[src/verilog/periodic_timer_pkg.sv]
// package: register map, field positions, reset values, encodings for the periodic timer
package periodic_timer_pkg;
    // ------------------------------------------------------------------
    // register offsets (byte registers, plain port)
    // ------------------------------------------------------------------
    localparam logic [3:0] OFS_CTRL0 = 4'h0;
    localparam logic [3:0] OFS_CTRL1 = 4'h1;
    localparam logic [3:0] OFS_COUNT_LOW = 4'h2;
    localparam logic [3:0] OFS_COUNT_HIGH = 4'h3;
    localparam logic [3:0] OFS_COMPARE_A_LOW = 4'h4;
    localparam logic [3:0] OFS_COMPARE_A_HIGH = 4'h5;
    localparam logic [3:0] OFS_PERIOD_VALUE_LOW = 4'h6;
    localparam logic [3:0] OFS_PERIOD_VALUE_HIGH = 4'h7;
    localparam logic [3:0] OFS_FLAGS = 4'h8;
    // ------------------------------------------------------------------
    // control 0 fields
    // ------------------------------------------------------------------
    localparam int CTRL0_PAUSE = 7;
    localparam int CTRL0_CLKSEL_MSB = 6;
    localparam int CTRL0_CLKSEL_LSB = 4;
    localparam int CTRL0_COUNTER_ON = 3;
    // ------------------------------------------------------------------
    // control 1 fields (timer_control_one)
    // ------------------------------------------------------------------
    localparam int CTRL1_MODE_MSB = 7;
    localparam int CTRL1_MODE_LSB = 6;
    localparam int CTRL1_PIN_ACTION_MSB = 5;
    localparam int CTRL1_PIN_ACTION_LSB = 4;
    localparam int CTRL1_OUTPUT_LEVEL = 3;
    localparam int CTRL1_INVERT = 2;
    localparam int CTRL1_CLEAR_SOURCE = 0;
    // ------------------------------------------------------------------
    // flag register fields (write one to clear)
    // ------------------------------------------------------------------
    localparam int FLAG_MATCH_A = 0;
    localparam int FLAG_MATCH_P = 1;
    // ------------------------------------------------------------------
    // reset values and widths
    // ------------------------------------------------------------------
    localparam logic [7:0] RESET_BYTE = 8'h00;
    localparam logic [9:0] RESET_WORD = 10'h000;
    localparam logic [9:0] COUNT_MAX = 10'h3FF;
    localparam logic [9:0] COUNT_ONE = 10'h001;
    localparam logic [1:0] RESET_TWO = 2'h0;
    // ------------------------------------------------------------------
    // encodings
    // ------------------------------------------------------------------
    localparam logic [1:0] MODE_COMPARE = 2'h0;
    localparam logic [1:0] MODE_PWM_PULSE = 2'h2;
    localparam logic [1:0] MODE_TIMER = 2'h3;
    localparam logic [1:0] ACT_NONE = 2'h0;
    localparam logic [1:0] ACT_LOW = 2'h1;
    localparam logic [1:0] ACT_HIGH = 2'h2;
    localparam logic [1:0] ACT_TOGGLE = 2'h3;
    localparam logic [1:0] PWM_INACTIVE = 2'h0;
    localparam logic [1:0] PWM_ACTIVE = 2'h1;
    localparam logic [1:0] PWM_WAVE = 2'h2;
    localparam logic [1:0] PWM_SINGLE = 2'h3;
    localparam logic [2:0] CLK_SYS_DIV4 = 3'h0;
    localparam logic [2:0] CLK_SYS = 3'h1;
    localparam logic [2:0] CLK_H_DIV16 = 3'h2;
    localparam logic [2:0] CLK_H_DIV64 = 3'h3;
    localparam logic [2:0] CLK_EXT_RISE = 3'h6;
    localparam logic [2:0] CLK_EXT_FALL = 3'h7;
    localparam logic [5:0] PRESCALE_DIV4_MASK = 6'h03;
    localparam logic [5:0] PRESCALE_DIV16_MASK = 6'h0F;
    localparam logic [5:0] PRESCALE_DIV64_MASK = 6'h3F;
    localparam logic [5:0] PRESCALE_ZERO = 6'h00;
endpackage

[src/verilog/periodic_timer.sv]
// periodic timer: 10-bit counter, comparators a and p, four operating modes
// ----------------------------------------------------------------------
// Functional notes
// - mode 00 compare, 11 timer, 10 pwm (action 00-10) or single pulse (11)
// - compare mode, clear source low: clear on p match or overflow; both flags
// - compare mode, clear source high: clear on a match; only the a flag
// - compare value a zero: overflow at 3FF, no a flag for it
// - compare mode: pin changes only on a match or counter-on rise, never on p match
// - on a match pin goes high, low, toggles, or holds per pin action
// - compare mode: pin start level from output level bit on counter-on rise
// - timer mode: as compare mode but pin not driven
// - pwm: period value clears counter; 1..1023 counts, zero gives 1024
// - pwm: compare a at or above period gives constant active output
// - pwm: a flag on a match, p flag on p match
// - pwm: output level bit picks polarity, action enables or forces; invert
// - pwm: clear source bit ignored, period comparator always clears
// - pwm counting continues while action forces the pin
// - single pulse: counter-on rise starts counter and pulse leading edge
// - single pulse: external clock pin edge sets counter-on
// - single pulse: a match clears counter-on, ends pulse, raises flag
// - single pulse: counter zeroed only on counter-on rise; period unused
// - counter-on rise zeroes counter, fall freezes it
// - compare mode actions: 00 hold, 01 low, 10 high, 11 toggle
// ----------------------------------------------------------------------
module periodic_timer (
    // clock and reset
    input wire logic clk,
    input wire logic rstn,
    // register port
    input wire logic [3:0] addr,
    input wire logic [7:0] wdata,
    input wire logic wr,
    input wire logic rd,
    output logic [7:0] rdata,
    // timer clocks and pins
    input wire logic tick_h,
    input wire logic tick_sub,
    input wire logic ext_timer_clock_pin,
    output logic timer_output_pin,
    output logic timer_output_oe,
    // flag outputs
    output logic match_a_flag,
    output logic match_p_flag
);
    // ------------------------------------------------------------------
    // registers
    // ------------------------------------------------------------------
    logic [7:0] ctrl0;
    logic [7:0] ctrl1;
    logic [9:0] compare_a_value;
    logic [9:0] period_compare_value;
    logic [9:0] count;
    logic counter_on_d;
    logic ext_d;
    logic raw_level;
    logic [5:0] pre_sys;
    logic [5:0] pre_h;
    logic sub_d;

    // ------------------------------------------------------------------
    // decode
    // ------------------------------------------------------------------
    function automatic logic hit(input logic [3:0] a, input logic [3:0] ofs);
        hit = (a == ofs);
    endfunction

    wire logic counter_on = ctrl0[periodic_timer_pkg::CTRL0_COUNTER_ON];
    wire logic pause = ctrl0[periodic_timer_pkg::CTRL0_PAUSE];
    wire logic [2:0] clk_sel =
        ctrl0[periodic_timer_pkg::CTRL0_CLKSEL_MSB:periodic_timer_pkg::CTRL0_CLKSEL_LSB];
    wire logic [1:0] mode =
        ctrl1[periodic_timer_pkg::CTRL1_MODE_MSB:periodic_timer_pkg::CTRL1_MODE_LSB];
    wire logic [1:0] pin_action =
        ctrl1[periodic_timer_pkg::CTRL1_PIN_ACTION_MSB:periodic_timer_pkg::CTRL1_PIN_ACTION_LSB];
    wire logic output_level_ctrl = ctrl1[periodic_timer_pkg::CTRL1_OUTPUT_LEVEL];
    wire logic output_invert = ctrl1[periodic_timer_pkg::CTRL1_INVERT];
    wire logic clear_source_select = ctrl1[periodic_timer_pkg::CTRL1_CLEAR_SOURCE];

    // mode 01 is undefined; it is treated as compare-like with the pin driven
    wire logic is_cmp = (mode == periodic_timer_pkg::MODE_COMPARE);
    wire logic is_tmr = (mode == periodic_timer_pkg::MODE_TIMER);
    wire logic is_pp = (mode == periodic_timer_pkg::MODE_PWM_PULSE);
    wire logic is_single = is_pp && (pin_action == periodic_timer_pkg::PWM_SINGLE);
    wire logic is_pwm = is_pp && !is_single;

    wire logic on_rise = counter_on && !counter_on_d;

    // ------------------------------------------------------------------
    // timer tick selection
    // ------------------------------------------------------------------
    wire logic ext_rise = ext_timer_clock_pin && !ext_d;
    wire logic ext_fall = !ext_timer_clock_pin && ext_d;
    wire logic sub_rise = tick_sub && !sub_d;
    logic tick;
    always_comb begin
        case (clk_sel)
            periodic_timer_pkg::CLK_SYS_DIV4:
                tick = ((pre_sys & periodic_timer_pkg::PRESCALE_DIV4_MASK)
                        == periodic_timer_pkg::PRESCALE_ZERO);
            periodic_timer_pkg::CLK_SYS: tick = 1'b1;
            periodic_timer_pkg::CLK_H_DIV16:
                tick = tick_h && ((pre_h & periodic_timer_pkg::PRESCALE_DIV16_MASK)
                        == periodic_timer_pkg::PRESCALE_ZERO);
            periodic_timer_pkg::CLK_H_DIV64:
                tick = tick_h && ((pre_h & periodic_timer_pkg::PRESCALE_DIV64_MASK)
                        == periodic_timer_pkg::PRESCALE_ZERO);
            periodic_timer_pkg::CLK_EXT_RISE: tick = ext_rise;
            periodic_timer_pkg::CLK_EXT_FALL: tick = ext_fall;
            default: tick = sub_rise;
        endcase
    end

    // single pulse trigger edge follows the selected pin polarity
    wire logic ext_edge = (clk_sel == periodic_timer_pkg::CLK_EXT_FALL) ? ext_fall : ext_rise;

    // ------------------------------------------------------------------
    // counting and comparison
    // ------------------------------------------------------------------
    wire logic running = counter_on && !on_rise && !pause;
    wire logic step = running && tick;
    wire logic [9:0] count_up = count + periodic_timer_pkg::COUNT_ONE;
    // comparisons are made against the freshly advanced count
    wire logic a_eq = step && (count_up == compare_a_value);
    wire logic p_eq = step && (count_up == period_compare_value);
    wire logic at_max = step && (count == periodic_timer_pkg::COUNT_MAX);
    wire logic a_zero = (compare_a_value == periodic_timer_pkg::RESET_WORD);
    wire logic p_zero = (period_compare_value == periodic_timer_pkg::RESET_WORD);
    // a match at zero is the wrap at 3FF and does not count as an a event
    wire logic a_match = a_eq && !a_zero;
    // period zero: the wrap after 3FF acts as the period match (1024 counts)
    wire logic p_match = p_zero ? at_max : p_eq;

    logic clear_now;
    logic set_a;
    logic set_p;
    always_comb begin
        clear_now = 1'b0;
        set_a = 1'b0;
        set_p = 1'b0;
        if (is_single) begin
            set_a = a_match;
        end else if (is_pwm) begin
            clear_now = p_match;
            set_a = a_match;
            set_p = p_match;
        end else if (clear_source_select) begin
            clear_now = a_match;
            set_a = a_match;
        end else begin
            clear_now = p_match;
            set_a = a_match;
            set_p = p_match;
        end
    end

    logic [9:0] next_count;
    always_comb begin
        if (on_rise)
            next_count = periodic_timer_pkg::RESET_WORD;
        else if (clear_now)
            next_count = periodic_timer_pkg::RESET_WORD;
        else if (step)
            next_count = count_up;
        else
            next_count = count;
    end

    // ------------------------------------------------------------------
    // register writes
    // ------------------------------------------------------------------
    wire logic wr_c0 = wr && hit(addr, periodic_timer_pkg::OFS_CTRL0);
    wire logic wr_c1 = wr && hit(addr, periodic_timer_pkg::OFS_CTRL1);
    wire logic wr_al = wr && hit(addr, periodic_timer_pkg::OFS_COMPARE_A_LOW);
    wire logic wr_ah = wr && hit(addr, periodic_timer_pkg::OFS_COMPARE_A_HIGH);
    wire logic wr_pl = wr && hit(addr, periodic_timer_pkg::OFS_PERIOD_VALUE_LOW);
    wire logic wr_ph = wr && hit(addr, periodic_timer_pkg::OFS_PERIOD_VALUE_HIGH);
    wire logic wr_fl = wr && hit(addr, periodic_timer_pkg::OFS_FLAGS);

    // counter-on bit: software write, then hardware set and clear in single pulse
    logic next_on;
    always_comb begin
        next_on = wr_c0 ? wdata[periodic_timer_pkg::CTRL0_COUNTER_ON] : counter_on;
        if (is_single && ext_edge && !counter_on)
            next_on = 1'b1;
        if (is_single && a_match)
            next_on = 1'b0;
    end

    logic [7:0] next_ctrl0;
    always_comb begin
        next_ctrl0 = wr_c0 ? (wdata & 8'hF8) : ctrl0;
        next_ctrl0[periodic_timer_pkg::CTRL0_COUNTER_ON] = next_on;
    end

    // hardware set wins over a same-cycle write-one clear
    wire logic next_flag_a = set_a || (match_a_flag && !(wr_fl && wdata[0]));
    wire logic next_flag_p = set_p || (match_p_flag && !(wr_fl && wdata[1]));

    // ------------------------------------------------------------------
    // output level
    // ------------------------------------------------------------------
    wire logic pwm_on = (compare_a_value >= period_compare_value && !p_zero) ||
                        (next_count < compare_a_value);
    logic next_level;
    always_comb begin
        next_level = raw_level;
        if (is_cmp || is_tmr || mode == 2'h1) begin
            if (on_rise)
                next_level = output_level_ctrl;
            else if (a_match) begin
                case (pin_action)
                    periodic_timer_pkg::ACT_LOW: next_level = 1'b0;
                    periodic_timer_pkg::ACT_HIGH: next_level = 1'b1;
                    periodic_timer_pkg::ACT_TOGGLE: next_level = !raw_level;
                    default: next_level = raw_level;
                endcase
            end
        end else if (is_single) begin
            // pulse is active exactly while counter-on stays high
            next_level = next_on ? output_level_ctrl : !output_level_ctrl;
        end else begin
            case (pin_action)
                periodic_timer_pkg::PWM_INACTIVE: next_level = !output_level_ctrl;
                periodic_timer_pkg::PWM_ACTIVE: next_level = output_level_ctrl;
                default: next_level = (counter_on && pwm_on) ? output_level_ctrl
                                                           : !output_level_ctrl;
            endcase
        end
    end

    // ------------------------------------------------------------------
    // read mux
    // ------------------------------------------------------------------
    logic [7:0] next_rdata;
    always_comb begin
        case (addr)
            periodic_timer_pkg::OFS_CTRL0: next_rdata = ctrl0;
            periodic_timer_pkg::OFS_CTRL1: next_rdata = ctrl1;
            periodic_timer_pkg::OFS_COUNT_LOW: next_rdata = count[7:0];
            periodic_timer_pkg::OFS_COUNT_HIGH: next_rdata = {6'h00, count[9:8]};
            periodic_timer_pkg::OFS_COMPARE_A_LOW: next_rdata = compare_a_value[7:0];
            periodic_timer_pkg::OFS_COMPARE_A_HIGH:
                next_rdata = {6'h00, compare_a_value[9:8]};
            periodic_timer_pkg::OFS_PERIOD_VALUE_LOW: next_rdata = period_compare_value[7:0];
            periodic_timer_pkg::OFS_PERIOD_VALUE_HIGH:
                next_rdata = {6'h00, period_compare_value[9:8]};
            periodic_timer_pkg::OFS_FLAGS: next_rdata = {6'h00, match_p_flag, match_a_flag};
            default: next_rdata = periodic_timer_pkg::RESET_BYTE;
        endcase
        if (!rd)
            next_rdata = periodic_timer_pkg::RESET_BYTE;
    end

    // ------------------------------------------------------------------
    // flip-flops: control and compare registers
    // ------------------------------------------------------------------
    always_ff @(posedge clk) begin
        if (!rstn) begin
            ctrl0 <= periodic_timer_pkg::RESET_BYTE;
        end else begin
            ctrl0 <= next_ctrl0;
        end
    end

    always_ff @(posedge clk) begin
        if (!rstn) begin
            ctrl1 <= periodic_timer_pkg::RESET_BYTE;
        end else begin
            if (wr_c1)
                ctrl1 <= wdata & 8'hFD;
        end
    end

    always_ff @(posedge clk) begin
        if (!rstn) begin
            compare_a_value <= periodic_timer_pkg::RESET_WORD;
        end else begin
            if (wr_al)
                compare_a_value[7:0] <= wdata;
            if (wr_ah)
                compare_a_value[9:8] <= wdata[1:0];
        end
    end

    always_ff @(posedge clk) begin
        if (!rstn) begin
            period_compare_value <= periodic_timer_pkg::RESET_WORD;
        end else begin
            if (wr_pl)
                period_compare_value[7:0] <= wdata;
            if (wr_ph)
                period_compare_value[9:8] <= wdata[1:0];
        end
    end

    // ------------------------------------------------------------------
    // flip-flops: counter, edge history and prescalers
    // ------------------------------------------------------------------
    always_ff @(posedge clk) begin
        if (!rstn) begin
            count <= periodic_timer_pkg::RESET_WORD;
        end else begin
            count <= next_count;
        end
    end

    always_ff @(posedge clk) begin
        if (!rstn) begin
            counter_on_d <= 1'b0;
            ext_d <= 1'b0;
            sub_d <= 1'b0;
        end else begin
            counter_on_d <= counter_on;
            ext_d <= ext_timer_clock_pin;
            sub_d <= tick_sub;
        end
    end

    always_ff @(posedge clk) begin
        if (!rstn) begin
            pre_sys <= periodic_timer_pkg::PRESCALE_ZERO;
            pre_h <= periodic_timer_pkg::PRESCALE_ZERO;
        end else begin
            pre_sys <= pre_sys + 6'h01;
            if (tick_h)
                pre_h <= pre_h + 6'h01;
        end
    end

    // ------------------------------------------------------------------
    // flip-flops: pin, flags and read data
    // ------------------------------------------------------------------
    always_ff @(posedge clk) begin
        if (!rstn) begin
            raw_level <= 1'b0;
        end else begin
            raw_level <= next_level;
        end
    end

    always_ff @(posedge clk) begin
        if (!rstn) begin
            match_a_flag <= 1'b0;
            match_p_flag <= 1'b0;
        end else begin
            match_a_flag <= next_flag_a;
            match_p_flag <= next_flag_p;
        end
    end

    always_ff @(posedge clk) begin
        if (!rstn) begin
            rdata <= periodic_timer_pkg::RESET_BYTE;
        end else begin
            rdata <= next_rdata;
        end
    end

    always_ff @(posedge clk) begin
        if (!rstn) begin
            timer_output_pin <= 1'b0;
            timer_output_oe <= 1'b0;
        end else begin
            // invert applies in every driving mode; timer mode releases the pin
            timer_output_pin <= next_level ^ output_invert;
            timer_output_oe <= !is_tmr;
        end
    end
endmodule

[config.mk]
export PLATFORM = sky130hd
export DESIGN_NAME = periodic_timer
export DESIGN_NICKNAME = d
export VERILOG_FILES = /design/src/verilog/periodic_timer_pkg.sv /design/src/verilog/periodic_timer.sv
export SDC_FILE = /design/constraint.sdc
export NUM_CORES = 1
export LEC_CHECK = 0
export BUFFER_PORTS_ARGS = -buffer_cell sky130_fd_sc_hd__buf_2
export CORE_ASPECT_RATIO = 0.8
export CORE_MARGIN = 2
export CORE_UTILIZATION = 50
export CTS_BUF_LIST = sky130_fd_sc_hd__clkbuf_8 sky130_fd_sc_hd__clkbuf_16
export CTS_CLUSTER_SIZE = 10
export DETAILED_ROUTE_END_ITERATION = 16
export PLACE_DENSITY = 0.7
export SYNTH_ARGS = -nofsm -noshare
export SYNTH_HDL_FRONTEND = slang
export SYNTH_SLANG_ARGS = --single-unit
[constraint.sdc]
create_clock -name clk -period 5.1 [get_ports clk]
set_input_delay 0.255 -clock clk [delete_from_list [all_inputs] [get_ports clk]]
set_output_delay 0.255 -clock clk [all_outputs]
set_load 0.02 [all_outputs]
* After elaboration in Yosys (flattened, before gate mapping)
Cells that the tools add are included.
** Storage, ports and cells
- Flip-flop bits (word level) :: 70
- Input bits :: 19
- Output and inout port bits :: 12
- Word-level logic and storage cells :: 132
** Cells by class
- Add/sub/neg operators :: 3
- Magnitude comparators :: 2
- Equality and inequality tests :: 22
- Multiplexer cells :: 24
- Bitwise logic cells :: 1
- Reductions and logical operators :: 61
** Operator list (count)
- $pmux 8 s9 :: 1
- $logic_and 1x1->1 :: 31
- $mux 10 :: 3
- $eq 10x10->1 :: 2
- $logic_not 10->1 :: 2
- $logic_not 6->1 :: 3
- $mux 1 :: 17
- $eq 4x3->1 const B :: 4
- $logic_not 1->1 :: 15
- $add 6x1->6 const B :: 2
- $add 10x1->10 const B :: 1
- $eq 10x10->1 const B :: 1
- $ge 10x10->1 :: 1
- $lt 10x10->1 :: 1
- $eq 2x2->1 const B :: 4
- $eq 4x2->1 const B :: 2
- $eq 3x2->1 const B :: 2
- $eq 3x3->1 const B :: 2
- $pmux 1 s6 :: 1
- $logic_or 1x1->1 :: 5
- $eq 2x1->1 const B :: 2
- $eq 4x1->1 const B :: 1
- $eq 4x4->1 const B :: 1
- $logic_not 2->1 :: 2
- other kinds (7) :: 7

* Longest topological paths before layout
- Depth after elaboration :: 21
- Mapped depth :: 23
- Depth with buffers taken out :: 21

* Least setup slack after synthesis
No wires, ideal clock.
- Kind :: reg2reg
- Start point :: register count[1]
- End point :: register timer_output_pin
- Setup time :: 0.072 ns
- Arrival time :: 3.894 ns
- Data required time :: 5.028 ns
- Slack :: 1.135 ns
- Cell stages (with the launch flop) :: 23
- Buffers on the path :: 2
- Period minus slack after synthesis :: 3.965 ns
- Cells stage by stage :: dfxtp_1 -> ha_1 -> nand3_1 -> buf_2 -> or4b_1 -> a21boi_0 -> o21ai_0 -> nor3_1 -> o211ai_1 -> o31ai_1 -> a21o_1 -> buf_2 -> nor2_1 -> ha_1 -> nand4_1 -> nor2_1 -> a211o_1 -> a21oi_1 -> o21ai_0 -> o21ai_0 -> o21ai_0 -> a211oi_2 -> mux2i_1
** Between the ends
- Cells in the longest elaborated chain, start to end :: 17
- Elaborated cells on any way between the ends :: 28
- Those cells by class :: 1 x add/sub; 1 x order compare; 3 x eq/ne; 15 x mux; 1 x bitwise; 7 x reduce/logical
** RTL lines
- start: declaration :: line periodic_timer.sv:52 : logic [9:0] count;
- start signal: assignment :: line periodic_timer.sv:301 : count <= periodic_timer_pkg::RESET_WORD;
- start signal: assignment :: line periodic_timer.sv:303 : count <= next_count;
- $add 10x1->10 :: line periodic_timer.sv:121 : wire logic [9:0] count_up = count + periodic_timer_pkg::COUNT_ONE;
- $eq 10x10->1 (on tied branches) :: line periodic_timer.sv:124, periodic_timer.sv:123
- $logic_and 1x1->1 (on tied branches) :: line periodic_timer.sv:124, periodic_timer.sv:123
- $mux 1 / $logic_and 1x1->1 (equally long branches) :: line periodic_timer.sv:131, periodic_timer.sv:129
- $mux 1 :: line periodic_timer.sv:146 : end else if (clear_source_select) begin
- $mux 1 :: line periodic_timer.sv:142 : end else if (is_pwm) begin
- $mux 1 :: line periodic_timer.sv:140 : if (is_single) begin
- $mux 10 (*) :: line periodic_timer.sv:160 : else if (clear_now)
- [1 not listed]
- named net next_count[3] :: line periodic_timer.sv:156 : logic [9:0] next_count;
- $lt 10x10->1 (*) :: line periodic_timer.sv:203 : (next_count < compare_a_value);
- $logic_or 1x1->1 (*) :: line periodic_timer.sv:202 : wire logic pwm_on = (compare_a_value >= period_compare_value && !p_zero) ||
- $logic_and 1x1->1 (*) :: line periodic_timer.sv:225 : default: next_level = (counter_on && pwm_on) ? output_level_ctrl
- $mux 1 (*) :: line periodic_timer.sv:225
- $pmux 1 s2 (*) :: line periodic_timer.sv:222 : case (pin_action)
- $mux 1 (*) :: line periodic_timer.sv:218 : end else if (is_single) begin
- $mux 1 (*) :: line periodic_timer.sv:207 : if (is_cmp || is_tmr || mode == 2'h1) begin
- $xor 1x1->1 (*) :: line periodic_timer.sv:365 : timer_output_pin <= next_level ^ output_invert;
- end signal: assignment :: line periodic_timer.sv:365
- end: declaration :: line periodic_timer.sv:39 : output logic timer_output_pin,
Mark *: on every way through the listed nets, which the timed path passes. The rest lies on a longest branch.
A chain may end at the register's enable or synchronous reset.

* Final worst setup path
- Start point :: register count[0]
- End point :: register timer_output_pin
The elaborated chain is that of the path after synthesis.

==> results summary <==
The run finished with clean final reports. The number of cells produced by synthesis is 531. Once the clock tree was built, the setup fixing pass inserted 0 buffers.

The deepest clock path buffer count came out at 2. The fraction of post-synthesis cell area in the top cell type by area is 0.299. The final cell count without fillers is 656. In the routed layout, each cell is associated on average with a via count of 6.08. The maximum fanout along the worst path came out at 11.

The final net count is 581. The mux contribution to synthesized area is 0.0819. The setup violation total in the final timing report came out at 0. The global-route usage over all layers came out at 0.269.

The detailed router finished its first iteration with 322 violations. The final worst clock skew came out at 0.00785 ns. The number of global-route vias before repair was 3616. The number of different library cells in the post-synthesis netlist came out at 60. The setup slack of the critical path after layout came out at 0.481 ns. The final total negative setup slack is 0 ns. The remaining global-route overflow is 0. Clock tree synthesis selected as its root buffer the cell sky130_fd_sc_hd__clkbuf_8. The number of CTS-inserted buffers is 9.

The synthesized-area fraction occupied by ao, oa, aoi and oai cells is 0.154. The final-report max-slew violation count was 0. The synthesized design contains 66 register bits. By startpoint and endpoint, the worst setup path is classified as reg2reg. STA puts the critical path data required time at 5.39 ns.

The die covers 9600 um^2. The clock period minus final worst setup slack came out at 4.62 ns. The arrival time at the worst endpoint came out at 4.91 ns.

In this run the worst hold path is classified as in2reg. The number of antenna diodes in the final layout is 0. The worst setup path is launched from a flop.

The fraction of layout instances using a drive strength above 1 came out at 0.125. The first TritonRoute pass finished after 6 iterations. The total number of clock tree sinks is 66. For this configuration, the core starts out at a cell density of 0.518. The cell area reported after detailed placement came out at 4570 um^2. In this run the number of H-tree levels came out at 3.

In this run the power spent charging and discharging nets is 282 uW. The die is 109 um wide. The core utilization of the finished layout came out at 0.564.

By area the synthesized netlist is led by sky130_fd_sc_hd__dfxtp_1, sky130_fd_sc_hd__ha_1, sky130_fd_sc_hd__mux2i_1. The worst setup slack before clock tree synthesis is 0.379 ns. The power density over cell area came out at 235 nW/um^2. The arithmetic-cell share of the synthesized area counting full adders, half adders and majority gates came out at 0.0652. The post-route DRC violation count came out at 0.

The number of port buffers is 30. The CTS tree is done. The number of placement rows is 30. Setup repair after global routing left no endpoint under its margin.

Pin placement for this block handled 31 I/O pins. The source-to-sink clock delay at the later pin of the worst-skew pair came out at 0.36 ns. The post-CTS clock slew at the launch and capture registers of the worst setup and hold paths is 0.07 ns. The leakage power figure is 1.90 nW. The net count after synthesis is 573. Leaving out fill and tap cells, the most frequent cell in the layout is sky130_fd_sc_hd__dfxtp_1. The sequential cell fraction of total power came out at 0.472. The placer congestion estimate is 1.02. By area, the combinational part of the netlist is dominated by simple AND/OR/NAND/NOR gates.

The number of hold violations in the final report is 0. The area share of xor/xnor cells in the synthesized design came out at 0.0777. The part of the Yosys area used for sequential elements is 0.299. The mean routed wirelength per cell came out at 18.6 um. The floorplan core area came out at 8520 um^2. The switching portion of total power is 0.249. The cell total after placement came out at 640. The initial antenna violation count came to 0. The number of routed nets with antenna violations came out at 0. The headroom to the max-slew limit is 0.561. The biggest area consumer among synthesized cells is sky130_fd_sc_hd__dfxtp_1. The overall routed net length came out at 12.2 mm. For this run, the leading register cell type out of synthesis is sky130_fd_sc_hd__dfxtp_1. The first global-routing pass estimated 19.5 mm of wire. The largest net degree at the start of global routing came out at 61.

The summed area of non-filler cells in the final layout came out at 4800 um^2. The synthesis-to-finish area growth is 8.87%. The post-synthesis area per instance is 8.31 um^2.

The post-cts resize count is 0. The placed wire-length estimate is 8.98 mm. The cell area after synthesis is 4410 um^2. The share of total power dissipated in combinational logic is 0.079.

The maximum achievable frequency is 216 MHz. The via count of the routed design came out at 3989. The height of the die came out at 88.0 um. IR analysis of the VDD net gives a maximum drop of 0.000161 V. Yosys mapped a number of flops with a built-in enable equal to 0. At the pin with the least slew margin, the transition time is 0.656 ns. In this run, post-CTS hold repair placed 0 buffers. The capturing element type of the critical path is a flop. In the synthesized netlist the async set-or-reset flop fraction comes to 0.

Of the total synthesized cell area, the portion taken by AND, OR, NAND and NOR gates is 0.263. The number of max-cap violations is 0. The top cell types in the final layout, fill and taps aside, are sky130_fd_sc_hd__dfxtp_1, sky130_fd_sc_hd__nor2_1, sky130_fd_sc_hd__nor2b_1. The number of warning messages in the yosys log is 0. The final clock period utilization by the worst path is 0.906. The clock share of power came out at 0.449. The internal power of the cells totals 849 uW.
## final cells by class
| type | count | area, um^2 |
|---|---|---|
| clock inverters | 6 | 88.8 |
| repair buffers | 33 | 173 |
| fillers | 767 | 3720 |
| well taps | 112 | 140 |
| inverters | 26 | 97.6 |
| multi-input cells | 403 | 2850 |
| flip-flops and latches | 66 | 1320 |
| clock buffers | 10 | 138 |
## critical path, cell delays in order, from the launching register on
cell and delay (ns):
sky130_fd_sc_hd__dfxtp_1 0.52, sky130_fd_sc_hd__ha_1 0.35, sky130_fd_sc_hd__nand3_2 0.25, sky130_fd_sc_hd__or4b_1 0.52, sky130_fd_sc_hd__a21boi_0 0.15, sky130_fd_sc_hd__o21ai_0 0.10
sky130_fd_sc_hd__nor3_1 0.14, sky130_fd_sc_hd__o211ai_1 0.18, sky130_fd_sc_hd__o31ai_1 0.11, sky130_fd_sc_hd__a21o_2 0.28, sky130_fd_sc_hd__nor2_1 0.10, sky130_fd_sc_hd__ha_1 0.30
sky130_fd_sc_hd__a21oi_1 0.13, sky130_fd_sc_hd__nor2b_1 0.06, sky130_fd_sc_hd__o21ai_0 0.18, sky130_fd_sc_hd__a21oi_1 0.10, sky130_fd_sc_hd__nor3_1 0.13, sky130_fd_sc_hd__o21ai_0 0.10
sky130_fd_sc_hd__o21ai_0 0.21, sky130_fd_sc_hd__o21ai_0 0.14, sky130_fd_sc_hd__a211oi_2 0.28, sky130_fd_sc_hd__mux2i_1 0.22
## metal layers
layer  part of all wire  vias up  global-route usage
met5                  0        -                   0
met4              0.022        0              0.0932
met3              0.090       28              0.0640
met2               0.42      210               0.387
met1               0.47     1858               0.391
li1                   -     1893                   -
## sequential cells by signal (all words and copies together) (netlist names), 2 cells and up
register / flops
compare_a_value: 10
count: 10
period_compare_value: 10
rdata: 8
ctrl1: 7
pre_h: 6
ctrl0: 5
pre_sys: 2
## through the flow
stage | total power [mW] | hold slack (ns)
detailed placement | 0.633 | 0.409
CTS | 1.14 | 0.100
floorplan | 0.602 | 0.377
finish | 1.13 | 0.109
global placement | 0.631 | 0.400
global route | 1.17 | 0.127
## power groups by stage
stage          combinational [mW]  sequential, mW  clock, mW
2_1_floorplan              0.0611           0.541          0
3_3_place_gp               0.0863           0.545          0
3_5_place_dp               0.0883           0.545          0
4_1_cts                    0.0886           0.533      0.514
5_1_grt                    0.0988           0.534      0.537
6_report                   0.0892           0.533      0.508
## cell usage after synthesis (all sizes together), types with 16 or more instances
cell type	instances
dfxtp	66
nor2	40
nor2b	36
nand2	33
inv	26
mux2i	26
clkbuf	24
ha	23
nand3	23
o21ai	22
and2	21
xnor2	19
nor3	16
## logic make-up (layout without fill, tap and decap cells)
| logic type | after synthesis | after routing |
|---|---|---|
| simple gates | 216 | 216 |
| compound gates | 95 | 95 |
| flops | 66 | 66 |
| buf+inv | 62 | 75 |
| xor+xnor | 36 | 36 |
| mux | 33 | 33 |
| fa+ha+maj | 23 | 23 |
## path summary, 6_finish.rpt
check / from / end / slack, ns / depth (start not counted)
max: count[0] / timer_output_pin / 0.48 / 21
min: tick_sub / sub_d / 0.11 / 2
max reg2reg: count[0] / timer_output_pin / 0.48 / 21
min reg2reg: pre_sys[0] / pre_sys[0] / 0.42 / 1
(Power assumes the default switching activity.)
